===== src/rtl/afd_pkg.sv =====
// Shared constants for the AFD ancillary extract and insert block
package afd_pkg;
  // Stream symbol width and packet types
  localparam int DW = 10;
  localparam logic [3:0] PT_VIDEO = 4'h0;
  localparam logic [3:0] PT_ANC = 4'hD;
  localparam logic [3:0] PT_CTRL = 4'hF;
  // Ancillary identifiers and payload layout
  localparam logic [7:0] AFD_DID = 8'h41;
  localparam logic [7:0] AFD_SDID = 8'h05;
  localparam logic [7:0] AFD_DC = 8'h08;
  localparam logic [9:0] ADF_LO = 10'h000;
  localparam logic [9:0] ADF_HI = 10'h3FF;
  localparam logic [4:0] POS_DID = 5'h04;
  localparam logic [4:0] POS_SDID = 5'h05;
  localparam logic [4:0] POS_DC = 5'h06;
  localparam logic [4:0] POS_UDW = 5'h07;
  localparam logic [4:0] POS_MAX = 5'h1F;
  localparam logic [4:0] INS_LAST = 5'h0E;
  // User data word numbers and bit fields
  localparam logic [4:0] UW_AFD = 5'h00;
  localparam logic [4:0] UW_FLG = 5'h03;
  localparam logic [4:0] UW_B1H = 5'h04;
  localparam logic [4:0] UW_B1L = 5'h05;
  localparam logic [4:0] UW_B2H = 5'h06;
  localparam logic [4:0] UW_B2L = 5'h07;
  localparam int CODE_LSB = 3;
  localparam int AR_BIT = 2;
  localparam int FLG_LSB = 4;
  // Register indexes; byte address is four times the index
  localparam logic [5:0] IX_XCTL = 6'h00;
  localparam logic [5:0] IX_XIRQ = 6'h02;
  localparam logic [5:0] IX_XCODE = 6'h03;
  localparam logic [5:0] IX_XAR = 6'h04;
  localparam logic [5:0] IX_XFLG = 6'h05;
  localparam logic [5:0] IX_XBAR1 = 6'h06;
  localparam logic [5:0] IX_XBAR2 = 6'h07;
  localparam logic [5:0] IX_XPRES = 6'h08;
  localparam logic [5:0] IX_XMASK = 6'h09;
  localparam logic [5:0] IX_ICTL = 6'h10;
  localparam logic [5:0] IX_ICODE = 6'h13;
  localparam logic [5:0] IX_IAR = 6'h14;
  localparam logic [5:0] IX_IFLG = 6'h15;
  localparam logic [5:0] IX_IBAR1 = 6'h16;
  localparam logic [5:0] IX_IBAR2 = 6'h17;
  localparam int CHG_BIT = 1;
  localparam logic CTL_RESET = 1'b0;
  localparam logic [1:0] RESP_OK = 2'b00;
  localparam logic [1:0] RESP_ERR = 2'b10;
  typedef enum {ST_PASS, ST_INS} ins_state_t;
endpackage


===== src/rtl/afd_ancillary_extract_insert.sv =====
// AFD extractor and inserter on a video packet stream, AXI4-Lite registers
// Contract
// - Every ancillary packet is removed; its identifiers are inspected.
// - AFD only when identifier is 0x41 and secondary identifier is 0x5.
// - An AFD packet's payload is decoded into the readable fields.
// - Extract control bit 0: 0 drops everything, 1 forwards all but ancillary.
// - A change in received AFD data sets interrupt bit 1.
// - Writing 1 to interrupt bit 1 clears it and drops the interrupt.
// - Decoded four-bit AFD code reads in bits 3:0.
// - Decoded aspect ratio code reads in bit 0.
// - Four bar flags read in bits 3:0, describing both bar values.
// - Each sixteen-bit bar value reads in bits 15:0 of its register.
// - Present bit is set when the image packet has an AFD code.
// - With insertion on, one AFD packet follows each forwarded control packet.
// - Insert control bit 0: 0 passes unchanged, 1 also inserts.
// - Inserted packet carries the code, aspect, flags and bar values written.
`timescale 1ns/1ns
module afd_ancillary_extract_insert #(
  parameter int DW = afd_pkg::DW
) (
  input wire logic REF_CLK,
  input wire logic RST_N,
  input wire logic AWVALID,
  output logic AWREADY,
  input wire logic [7:0] AWADDR,
  input wire logic WVALID,
  output logic WREADY,
  input wire logic [31:0] WDATA,
  input wire logic [3:0] WSTRB,
  output logic BVALID,
  input wire logic BREADY,
  output logic [1:0] BRESP,
  input wire logic ARVALID,
  output logic ARREADY,
  input wire logic [7:0] ARADDR,
  output logic RVALID,
  input wire logic RREADY,
  output logic [31:0] RDATA,
  output logic [1:0] RRESP,
  input wire logic IN_VALID,
  output logic IN_READY,
  input wire logic [DW-1:0] IN_DATA,
  input wire logic IN_SOP,
  input wire logic IN_EOP,
  output logic OUT_VALID,
  input wire logic OUT_READY,
  output logic [DW-1:0] OUT_DATA,
  output logic OUT_SOP,
  output logic OUT_EOP,
  output logic IRQ
);
  import afd_pkg::*;

  // Register state
  logic xctl_ff;
  logic ictl_ff;
  logic stat_ff;
  logic mask_ff;
  logic [3:0] x_code_ff;
  logic x_ar_ff;
  logic [3:0] x_flg_ff;
  logic [15:0] x_bar1_ff;
  logic [15:0] x_bar2_ff;
  logic present_ff;
  logic seen_ff;
  logic [3:0] i_code_ff;
  logic i_ar_ff;
  logic [3:0] i_flg_ff;
  logic [15:0] i_bar1_ff;
  logic [15:0] i_bar2_ff;
  // Bus state
  logic aw_got_ff;
  logic w_got_ff;
  logic [5:0] aw_idx_ff;
  logic [31:0] w_data_ff;
  logic [3:0] w_strb_ff;
  logic [31:0] rd_word;
  logic wr_do;
  logic [5:0] ar_idx;
  // Stream state
  ins_state_t state_ff;
  ins_state_t nxt_state;
  logic [4:0] cnt_ff;
  logic [3:0] type_ff;
  logic [3:0] type_now;
  logic take;
  logic fwd;
  logic emit;
  logic ctrl_end;
  logic nxt_out_valid;
  logic [DW-1:0] ins_word;
  // Decoder results
  logic dec_found;
  logic [3:0] dec_code;
  logic dec_ar;
  logic [3:0] dec_flg;
  logic [15:0] dec_bar1;
  logic [15:0] dec_bar2;
  logic differ;
  logic chg_set;
  logic chg_clr;

  // Registers live at aligned words; only listed indexes answer OKAY
  function automatic logic mapped(input logic [5:0] ix);
    case (ix)
      IX_XCTL, IX_XIRQ, IX_XCODE, IX_XAR, IX_XFLG, IX_XBAR1, IX_XBAR2,
      IX_XPRES, IX_XMASK, IX_ICTL, IX_ICODE, IX_IAR, IX_IFLG, IX_IBAR1,
      IX_IBAR2: mapped = 1'b1;
      default: mapped = 1'b0;
    endcase
  endfunction

  // Byte-lane merge for the sixteen-bit registers
  function automatic logic [15:0] wm16(input logic [15:0] old, input logic [31:0] d,
                                       input logic [3:0] s);
    wm16 = {s[1] ? d[15:8] : old[15:8], s[0] ? d[7:0] : old[7:0]};
  endfunction

  assign wr_do = aw_got_ff && w_got_ff && !BVALID;
  assign ar_idx = ARADDR[7:2];

  // Write address and data are taken in either order
  always_ff @(posedge REF_CLK or negedge RST_N) begin
    if (!RST_N) begin
      AWREADY <= 1'b1;
      WREADY <= 1'b1;
      aw_got_ff <= 1'b0;
      w_got_ff <= 1'b0;
      aw_idx_ff <= 6'h00;
      w_data_ff <= 32'h00000000;
      w_strb_ff <= 4'h0;
    end else begin
      if (AWVALID && AWREADY) begin
        aw_got_ff <= 1'b1;
        aw_idx_ff <= AWADDR[7:2];
        AWREADY <= 1'b0;
      end
      if (WVALID && WREADY) begin
        w_got_ff <= 1'b1;
        w_data_ff <= WDATA;
        w_strb_ff <= WSTRB;
        WREADY <= 1'b0;
      end
      if (wr_do) begin
        aw_got_ff <= 1'b0;
        w_got_ff <= 1'b0;
      end
      if (BVALID && BREADY) begin
        AWREADY <= 1'b1;
        WREADY <= 1'b1;
      end
    end
  end

  // Write response one cycle after both halves are in
  always_ff @(posedge REF_CLK or negedge RST_N) begin
    if (!RST_N) begin
      BVALID <= 1'b0;
      BRESP <= RESP_OK;
    end else if (wr_do) begin
      BVALID <= 1'b1;
      BRESP <= mapped(aw_idx_ff) ? RESP_OK : RESP_ERR;
    end else if (BREADY) begin
      BVALID <= 1'b0;
    end
  end

  // Software-written control and inserter values
  always_ff @(posedge REF_CLK or negedge RST_N) begin
    if (!RST_N) begin
      xctl_ff <= CTL_RESET;
      ictl_ff <= CTL_RESET;
      mask_ff <= 1'b0;
      i_code_ff <= 4'h0;
      i_ar_ff <= 1'b0;
      i_flg_ff <= 4'h0;
      i_bar1_ff <= 16'h0000;
      i_bar2_ff <= 16'h0000;
    end else if (wr_do) begin
      case (aw_idx_ff)
        IX_XCTL: if (w_strb_ff[0]) xctl_ff <= w_data_ff[0];
        IX_XMASK: if (w_strb_ff[0]) mask_ff <= w_data_ff[CHG_BIT];
        IX_ICTL: if (w_strb_ff[0]) ictl_ff <= w_data_ff[0];
        IX_ICODE: if (w_strb_ff[0]) i_code_ff <= w_data_ff[3:0];
        IX_IAR: if (w_strb_ff[0]) i_ar_ff <= w_data_ff[0];
        IX_IFLG: if (w_strb_ff[0]) i_flg_ff <= w_data_ff[3:0];
        IX_IBAR1: i_bar1_ff <= wm16(i_bar1_ff, w_data_ff, w_strb_ff);
        IX_IBAR2: i_bar2_ff <= wm16(i_bar2_ff, w_data_ff, w_strb_ff);
        default: ;
      endcase
    end
  end

  // Read mux; reserved and unmapped words read zero
  always_comb begin
    rd_word = 32'h00000000;
    case (ar_idx)
      IX_XCTL: rd_word[0] = xctl_ff;
      IX_XIRQ: rd_word[CHG_BIT] = stat_ff;
      IX_XCODE: rd_word[3:0] = x_code_ff;
      IX_XAR: rd_word[0] = x_ar_ff;
      IX_XFLG: rd_word[3:0] = x_flg_ff;
      IX_XBAR1: rd_word[15:0] = x_bar1_ff;
      IX_XBAR2: rd_word[15:0] = x_bar2_ff;
      IX_XPRES: rd_word[0] = present_ff;
      IX_XMASK: rd_word[CHG_BIT] = mask_ff;
      IX_ICTL: rd_word[0] = ictl_ff;
      IX_ICODE: rd_word[3:0] = i_code_ff;
      IX_IAR: rd_word[0] = i_ar_ff;
      IX_IFLG: rd_word[3:0] = i_flg_ff;
      IX_IBAR1: rd_word[15:0] = i_bar1_ff;
      IX_IBAR2: rd_word[15:0] = i_bar2_ff;
      default: rd_word = 32'h00000000;
    endcase
  end

  // Read data one cycle after the address is taken
  always_ff @(posedge REF_CLK or negedge RST_N) begin
    if (!RST_N) begin
      ARREADY <= 1'b1;
      RVALID <= 1'b0;
      RDATA <= 32'h00000000;
      RRESP <= RESP_OK;
    end else if (ARVALID && ARREADY) begin
      ARREADY <= 1'b0;
      RVALID <= 1'b1;
      RDATA <= rd_word;
      RRESP <= mapped(ar_idx) ? RESP_OK : RESP_ERR;
    end else if (RVALID && RREADY) begin
      RVALID <= 1'b0;
      ARREADY <= 1'b1;
    end
  end

  // Classify the beat by the type held in its packet's first beat
  assign type_now = IN_SOP ? IN_DATA[3:0] : type_ff;
  assign take = IN_VALID && IN_READY;
  assign fwd = take && xctl_ff && type_now != PT_ANC;
  assign ctrl_end = fwd && IN_EOP && type_now == PT_CTRL && ictl_ff;
  assign emit = state_ff == ST_INS && (!OUT_VALID || OUT_READY);

  always_ff @(posedge REF_CLK or negedge RST_N) begin
    if (!RST_N) begin
      type_ff <= PT_VIDEO;
    end else if (take && IN_SOP) begin
      type_ff <= IN_DATA[3:0];
    end
  end

  // Every ancillary beat goes to the decoder, never downstream
  anc_decoder u_dec (
    .clk(REF_CLK),
    .rst_n(RST_N),
    .beat(take && type_now == PT_ANC),
    .sop(IN_SOP),
    .eop(IN_EOP),
    .byte_in(IN_DATA[7:0]),
    .found(dec_found),
    .code(dec_code),
    .aspect(dec_ar),
    .flags(dec_flg),
    .bar1(dec_bar1),
    .bar2(dec_bar2)
  );

  // Load decoded fields when an AFD packet completes
  always_ff @(posedge REF_CLK or negedge RST_N) begin
    if (!RST_N) begin
      x_code_ff <= 4'h0;
      x_ar_ff <= 1'b0;
      x_flg_ff <= 4'h0;
      x_bar1_ff <= 16'h0000;
      x_bar2_ff <= 16'h0000;
    end else if (dec_found) begin
      x_code_ff <= dec_code;
      x_ar_ff <= dec_ar;
      x_flg_ff <= dec_flg;
      x_bar1_ff <= dec_bar1;
      x_bar2_ff <= dec_bar2;
    end
  end

  // Sticky change flag; a new change wins over a same-cycle clear
  assign differ = {dec_code, dec_ar, dec_flg, dec_bar1, dec_bar2} !=
                  {x_code_ff, x_ar_ff, x_flg_ff, x_bar1_ff, x_bar2_ff};
  assign chg_set = dec_found && differ;
  assign chg_clr = wr_do && aw_idx_ff == IX_XIRQ && w_strb_ff[0] && w_data_ff[CHG_BIT];

  always_ff @(posedge REF_CLK or negedge RST_N) begin
    if (!RST_N) begin
      stat_ff <= 1'b0;
    end else begin
      stat_ff <= chg_set || (stat_ff && !chg_clr);
    end
  end

  // Interrupt follows the flag gated by the mask bit, one cycle later
  always_ff @(posedge REF_CLK or negedge RST_N) begin
    if (!RST_N) begin
      IRQ <= 1'b0;
    end else begin
      IRQ <= stat_ff && mask_ff;
    end
  end

  // AFD seen since the last image packet decides its present bit
  always_ff @(posedge REF_CLK or negedge RST_N) begin
    if (!RST_N) begin
      seen_ff <= 1'b0;
      present_ff <= 1'b0;
    end else if (take && IN_SOP && IN_DATA[3:0] == PT_VIDEO) begin
      present_ff <= seen_ff || dec_found;
      seen_ff <= 1'b0;
    end else if (dec_found) begin
      seen_ff <= 1'b1;
    end
  end

  anc_builder u_bld (
    .idx(cnt_ff),
    .code(i_code_ff),
    .aspect(i_ar_ff),
    .flags(i_flg_ff),
    .bar1(i_bar1_ff),
    .bar2(i_bar2_ff),
    .word(ins_word)
  );

  // Insertion sequencer; input stalls while the packet goes out
  always_comb begin
    nxt_state = state_ff;
    case (state_ff)
      ST_PASS: if (ctrl_end) nxt_state = ST_INS;
      ST_INS: if (emit && cnt_ff == INS_LAST) nxt_state = ST_PASS;
      default: nxt_state = ST_PASS;
    endcase
    nxt_out_valid = fwd || emit || (OUT_VALID && !OUT_READY);
  end

  always_ff @(posedge REF_CLK or negedge RST_N) begin
    if (!RST_N) begin
      state_ff <= ST_PASS;
      cnt_ff <= 5'h00;
    end else begin
      state_ff <= nxt_state;
      if (ctrl_end) begin
        cnt_ff <= 5'h00;
      end else if (emit) begin
        cnt_ff <= cnt_ff + 5'h01;
      end
    end
  end

  // Input ready only with an empty output stage, halving throughput
  always_ff @(posedge REF_CLK or negedge RST_N) begin
    if (!RST_N) begin
      IN_READY <= 1'b0;
    end else begin
      IN_READY <= nxt_state == ST_PASS && !nxt_out_valid;
    end
  end

  // Registered output stage
  always_ff @(posedge REF_CLK or negedge RST_N) begin
    if (!RST_N) begin
      OUT_VALID <= 1'b0;
      OUT_DATA <= '0;
      OUT_SOP <= 1'b0;
      OUT_EOP <= 1'b0;
    end else if (fwd) begin
      OUT_VALID <= 1'b1;
      OUT_DATA <= IN_DATA;
      OUT_SOP <= IN_SOP;
      OUT_EOP <= IN_EOP;
    end else if (emit) begin
      OUT_VALID <= 1'b1;
      OUT_DATA <= ins_word;
      OUT_SOP <= cnt_ff == 5'h00;
      OUT_EOP <= cnt_ff == INS_LAST;
    end else if (OUT_READY) begin
      OUT_VALID <= 1'b0;
    end
  end
endmodule


===== src/rtl/anc_builder.sv =====
// Builds each word of the inserted AFD ancillary packet
`timescale 1ns/1ns
module anc_builder (
  input wire logic [4:0] idx,
  input wire logic [3:0] code,
  input wire logic aspect,
  input wire logic [3:0] flags,
  input wire logic [15:0] bar1,
  input wire logic [15:0] bar2,
  output logic [afd_pkg::DW-1:0] word
);
  import afd_pkg::*;
  logic [7:0] b;

  // Ancillary words carry even parity and its inverse on top
  function automatic logic [9:0] sdi(input logic [7:0] d);
    sdi = {~(^d), ^d, d};
  endfunction

  // Byte per user word; reserved words stay zero
  always_comb begin
    b = 8'h00;
    case (idx - POS_UDW)
      UW_AFD: b = {1'b0, code, aspect, 2'b00};
      UW_FLG: b = {flags, 4'h0};
      UW_B1H: b = bar1[15:8];
      UW_B1L: b = bar1[7:0];
      UW_B2H: b = bar2[15:8];
      UW_B2L: b = bar2[7:0];
      default: b = 8'h00;
    endcase
  end

  // Header words, then user words
  always_comb begin
    case (idx)
      5'h00: word = {6'h00, PT_ANC};
      5'h01: word = ADF_LO;
      5'h02: word = ADF_HI;
      5'h03: word = ADF_HI;
      POS_DID: word = sdi(AFD_DID);
      POS_SDID: word = sdi(AFD_SDID);
      POS_DC: word = sdi(AFD_DC);
      default: word = sdi(b);
    endcase
  end
endmodule


===== src/rtl/anc_decoder.sv =====
// Parses one ancillary packet and stages its AFD fields
`timescale 1ns/1ns
module anc_decoder (
  input wire logic clk,
  input wire logic rst_n,
  input wire logic beat,
  input wire logic sop,
  input wire logic eop,
  input wire logic [7:0] byte_in,
  output logic found,
  output logic [3:0] code,
  output logic aspect,
  output logic [3:0] flags,
  output logic [15:0] bar1,
  output logic [15:0] bar2
);
  import afd_pkg::*;
  logic [4:0] idx_ff;
  logic [7:0] did_ff;
  logic [7:0] sdid_ff;
  logic [4:0] uw;
  assign uw = idx_ff - POS_UDW;

  // Word position; the type beat is position zero
  always_ff @(posedge clk or negedge rst_n) begin
    if (!rst_n) begin
      idx_ff <= 5'h00;
    end else if (beat) begin
      idx_ff <= sop ? 5'h01 : ((idx_ff == POS_MAX) ? idx_ff : idx_ff + 5'h01);
    end
  end

  // Capture identifiers and user words by position
  always_ff @(posedge clk or negedge rst_n) begin
    if (!rst_n) begin
      did_ff <= 8'h00;
      sdid_ff <= 8'h00;
      code <= 4'h0;
      aspect <= 1'b0;
      flags <= 4'h0;
      bar1 <= 16'h0000;
      bar2 <= 16'h0000;
    end else if (beat && sop) begin
      // Stale identifiers would let a short packet pass as AFD
      did_ff <= 8'h00;
      sdid_ff <= 8'h00;
    end else if (beat) begin
      if (idx_ff == POS_DID) did_ff <= byte_in;
      if (idx_ff == POS_SDID) sdid_ff <= byte_in;
      if (idx_ff >= POS_UDW) begin
        case (uw)
          UW_AFD: begin
            code <= byte_in[CODE_LSB+:4];
            aspect <= byte_in[AR_BIT];
          end
          UW_FLG: flags <= byte_in[FLG_LSB+:4];
          UW_B1H: bar1[15:8] <= byte_in;
          UW_B1L: bar1[7:0] <= byte_in;
          UW_B2H: bar2[15:8] <= byte_in;
          UW_B2L: bar2[7:0] <= byte_in;
          default: ;
        endcase
      end
    end
  end

  // Pulse once the packet ends, only for the AFD identifiers
  always_ff @(posedge clk or negedge rst_n) begin
    if (!rst_n) begin
      found <= 1'b0;
    end else begin
      found <= beat && eop && !sop && did_ff == AFD_DID && sdid_ff == AFD_SDID;
    end
  end
endmodule


===== config.mk =====
export PLATFORM = sky130hd
export DESIGN_NAME = afd_ancillary_extract_insert
export DESIGN_NICKNAME = d
export VERILOG_FILES = /design/src/rtl/afd_pkg.sv /design/src/rtl/afd_ancillary_extract_insert.sv /design/src/rtl/anc_builder.sv /design/src/rtl/anc_decoder.sv
export SDC_FILE = /design/constraint.sdc
export NUM_CORES = 1
export LEC_CHECK = 0
export BUFFER_PORTS_ARGS = -buffer_cell sky130_fd_sc_hd__buf_2
export CAP_MARGIN = 20
export CORE_MARGIN = 5
export CORE_UTILIZATION = 50
export DETAILED_ROUTE_END_ITERATION = 10
export HOLD_SLACK_MARGIN = 0.15
export PLACE_DENSITY_LB_ADDON = 0.08
export RECOVER_POWER = 50
export SYNTH_ARGS = -nofsm -noshare
export SYNTH_HDL_FRONTEND = slang
export SYNTH_SLANG_ARGS = --single-unit

===== constraint.sdc =====
create_clock -name REF_CLK -period 3.38 [get_ports REF_CLK]
set_input_delay 0.676 -clock REF_CLK [delete_from_list [all_inputs] [get_ports REF_CLK]]
set_output_delay 0.676 -clock REF_CLK [all_outputs]
set_load 0.02 [all_outputs]

==> reports/results.md <==
| Quantity | Value |
|---|---|
| Status | completed |
| Final setup violation count | 0 |
| PnR worst setup slack | 0.320 ns |
| Data required time of the critical path | 3.81 ns |
| Count of distinct cell types in the synthesized netlist | 70 |
| Cell-by-cell listing of the critical path | inv_1, ha_1, a22o_1, a221oi_1, o32a_1, xnor3_1, xnor3_1, o21ba_1 |
| Combined area of all synthesized cells | 11700 um2 |
| EDFF count, synth | 0 |
| Count of antenna-violating nets left after detailed routing | 0 |
| Number of buffers added on ports | 88 |
| Vertical die dimension | 163 um |
| Top FF cell, synth | sky130_fd_sc_hd__dfrtp_1 |
| Worst-path fanout max | 13 |
| Number of fill cells | 2022 |
| Per-cell routed wire length | 19.6 um |
| Top cell types by occurrence after synthesis | 253 x sky130_fd_sc_hd__dfrtp_1, 157 x sky130_fd_sc_hd__mux2_2, 93 x sky130_fd_sc_hd__nand2_1, 41 x sky130_fd_sc_hd__xnor2_1, 38 x sky130_fd_sc_hd__clkbuf_1 |
| Power after layout | 7.97 mW |
| Fmax | 327 MHz |
| Estimated wirelength of the detail-placed design | 20200 um |
| Via count | 7926 |
| Placed Cells | 1377 |
| Peak supply drop | 432 uV |
| Global-route wire length before repair | 44200 um |
| Buffers & Inverters on Critical Path | 1 |
| Count of standard-cell rows | 56 |
| Kind of capture point of the worst setup path | flop |
| Vias in the first global route | 7804 |
| Hold Path Cell Cnt | 2 |
| Critical path class | flop to flop |
| Share of cells above drive strength 1 | 0.287 |
| Arrival time at the worst endpoint | 3.49 ns |
| Die Area | 26500 um2 |
| Largest incremental delay on the critical path | 0.51 ns |
| Worst R2R End | OUT_DATA[8] |
| GRT Resource Usage Total | 0.213 |
| Most repeated library cell on the critical path | sky130_fd_sc_hd__xnor3_1 |
| Antenna violations before repair | 5 |
| Residual DRC | 0 |
| Final cycle utilization of the critical path | 0.905 |
| Cell at the root of the clock tree | sky130_fd_sc_hd__clkbuf_16 |
| Number of buffers created by CTS | 27 |
| Worst-margin pin slew | 1.28 ns |
| Slowest-stage cell, CP | sky130_fd_sc_hd__dfrtp_1 |
| Post-synthesis sequential element count | 256 |
| LEAKAGE | 6.51 nW |
| Final critical path time including I/O delays and setup | 3.06 ns |
| Number of vias per cell | 5.56 |
| FF-to-FF setup slack | 0.32 ns |
| Hold worst-path end | WREADY |
| Biggest area contributors in the synthesized netlist | sky130_fd_sc_hd__dfrtp_1 54%, sky130_fd_sc_hd__mux2_2 15%, sky130_fd_sc_hd__xnor2_1 3.1% |
| Post-synthesis cell type with the largest combined area | sky130_fd_sc_hd__dfrtp_1 |
| Power density over the cells | 594 nW/um2 |
| Worst clock skew on the final layout | 0.0230 ns |
| TritonCTS clock tree | built |
| Horizontal die dimension | 163 um |
| Residual overflow from global routing | 0 |
| Count leader, synth | sky130_fd_sc_hd__dfrtp_1 |
| Setup TNS | 0 ns |
| Unrepaired setup endpoints after global routing | no |
| Hold wc startpoint | WVALID |
| Final weighted congestion in routability-driven placement | 0.899 |
| Number of cells on the worst reg-to-reg path | 8 |
| Largest net degree at the start of global routing | 92 |
| Number of synthesis warnings | 0 |
| Max_cap viols | 0 |
| Top cell type's share of synthesized area | 0.542 |
| Worst slew margin relative to its limit | 0.150 |
| Reg2reg start | cnt_ff[0] |
| Register clock-pin slew on the reported worst setup and hold paths | 0.06 ns |
| Cts repair resizes | 0 |
| Initial Utilization | 0.502 |
| Layout Cells excl Fill | 1425 |
| Nature of the critical path startpoint | flop |
| Number of optimization iterations in the first detailed-route pass | 8 |
| Final Max Slew Viols | 0 |
| Finished Core Util | 0.576 |
| Cell count after synthesis | 964 |
| Worst-case clock buffer depth | 3 |
| DRC marker count from the first detailed-route iteration | 776 |
| Synthesized area per cell | 12.1 um2 |
| DRT Wirelength | 27900 um |
| Crit-path leading delay family | compound AO/OA/AOI/OAI gates |
| Fraction of registers with async set or reset after synthesis | 1.00 |
| Sequential share of the synthesized area | 0.548 |
| Area growth from synthesis to final layout | 14.7% |
| Worst-Skew Late Latency | 0.54 ns |
| Final Net Count | 1180 |
| Top-Level Pins | 129 |
| Worst-case setup slack after placement | 0.388 ns |
| Clk sinks | 256 |
| Path type of the worst min-delay path | input port to flop |
| Core Box Area | 23300 um2 |
| H-Tree Depth | 1 |
| Final-report hold violation count | 0 |
==> worst reg2reg max path: stages, from the launching register on <==
cell	delay, ns
sky130_fd_sc_hd__dfrtp_1	0.51
sky130_fd_sc_hd__inv_1	0.12
sky130_fd_sc_hd__ha_1	0.40
sky130_fd_sc_hd__a22o_1	0.27
sky130_fd_sc_hd__a221oi_1	0.38
sky130_fd_sc_hd__o32a_1	0.33
sky130_fd_sc_hd__xnor3_1	0.35
sky130_fd_sc_hd__xnor3_1	0.40
sky130_fd_sc_hd__o21ba_1	0.20
==> state kept, by name, summed over array words and instances (netlist names), 8 cells and up <==
signal / flops
u_dec.bar1: 16
x_bar2_ff: 16
OUT_DATA: 10
x_bar1_ff: 16
i_bar1_ff: 16
w_data_ff: 16
u_dec.sdid_ff: 8
u_dec.bar2: 16
RDATA: 16
u_dec.did_ff: 8
state_ff: 32
i_bar2_ff: 16
==> final cells by class <==
| cell class | instances | area [um2] | share of cell area |
|---|---|---|---|
| well taps | 319 | 399 | 0.0298 |
| clock inverters | 11 | 111 | 0.00830 |
| inverters | 21 | 78.8 | 0.00588 |
| flip-flops and latches | 256 | 6410 | 0.478 |
| diodes | 2 | 5.00 | 0.000373 |
| repair buffers | 107 | 588 | 0.0439 |
| clock buffers | 34 | 742 | 0.0553 |
| multi-input cells | 675 | 5080 | 0.379 |
==> cells in the final DEF, fill, tap and decap left out, types with 7 or more instances in the layout <==
| master | Yosys | routed |
|---|---|---|
| sky130_fd_sc_hd__o21ai_0 | 34 | 34 |
| sky130_fd_sc_hd__nor2_1 | 34 | 34 |
| sky130_fd_sc_hd__a22o_1 | 23 | 23 |
| sky130_fd_sc_hd__nand2b_1 | 7 | 7 |
| sky130_fd_sc_hd__a22oi_1 | 12 | 12 |
| sky130_fd_sc_hd__clkbuf_16 | 0 | 27 |
| sky130_fd_sc_hd__ha_1 | 19 | 19 |
| sky130_fd_sc_hd__xor2_1 | 8 | 8 |
| sky130_fd_sc_hd__clkinv_2 | 0 | 7 |
| sky130_fd_sc_hd__buf_4 | 18 | 13 |
| sky130_fd_sc_hd__nor4_1 | 13 | 13 |
| sky130_fd_sc_hd__buf_2 | 3 | 87 |
| sky130_fd_sc_hd__mux2i_1 | 7 | 7 |
| sky130_fd_sc_hd__nand2_1 | 93 | 93 |
| sky130_fd_sc_hd__inv_1 | 21 | 21 |
| sky130_fd_sc_hd__nand3_1 | 13 | 13 |
| sky130_fd_sc_hd__dfrtp_1 | 253 | 253 |
| sky130_fd_sc_hd__o21ai_1 | 9 | 9 |
| sky130_fd_sc_hd__a21oi_1 | 20 | 20 |
| sky130_fd_sc_hd__a222oi_1 | 14 | 14 |
| sky130_fd_sc_hd__and3_1 | 11 | 11 |
| sky130_fd_sc_hd__mux2_2 | 157 | 157 |
| sky130_fd_sc_hd__a221oi_1 | 11 | 11 |
| sky130_fd_sc_hd__nand4_1 | 18 | 18 |
| sky130_fd_sc_hd__xnor2_1 | 41 | 41 |
| sky130_fd_sc_hd__conb_1 | 1 | 49 |
==> how the worst max path moves through the flow <==
stage / startpoint / endpoint / slack (ns) / cells after the start
2_1_floorplan: cnt_ff[0] / OUT_DATA[8] / 0.85 / 8
6_report: cnt_ff[0] / OUT_DATA[8] / 0.32 / 8
5_1_grt: cnt_ff[0] / OUT_DATA[8] / 0.23 / 8
3_3_place_gp: cnt_ff[0] / OUT_DATA[8] / 0.44 / 8
3_5_place_dp: cnt_ff[0] / OUT_DATA[8] / 0.39 / 8
4_1_cts: cnt_ff[0] / OUT_DATA[8] / 0.37 / 8
==> stage by stage <==
step	hold WS, ns	instance area, um2
2_1_floorplan	0.380	11900
3_3_place_gp	0.460	12600
3_5_place_dp	0.468	12600
4_1_cts	0.290	13400
5_1_grt	0.322	13400
6_report	0.315	13400
==> cells by family after synthesis <==
family	share of synthesized area
buf+inv	0.0328
other cells	0.000321
simple gates	0.0959
xor+xnor	0.0420
mux	0.157
compound gates	0.103
flops	0.548
fa+ha+maj	0.0203
==> metal layers <==
metal	vias up	global-route usage	wire length, um
met4	4	0.0477	582
met5	-	0.0152	17
met3	49	0.0400	1860
met1	3961	0.308	12300
li1	3679	-	-
met2	233	0.335	13200
==> power by group <==
group / switching [mW] / leakage [nW] / internal (mW)
logic: 0.628 / 2.69 / 0.537
clock network: 1.19 / 0.425 / 1.69
registers: 0.424 / 3.39 / 3.50
==> what timing repair did <==
action | 4_1_cts | 5_1_grt
hold endpoints to repair | 45 | 0
hold buffers | 1 | 0
buffers inserted | 0 | 0
Power figures use the tool's default switching activity.
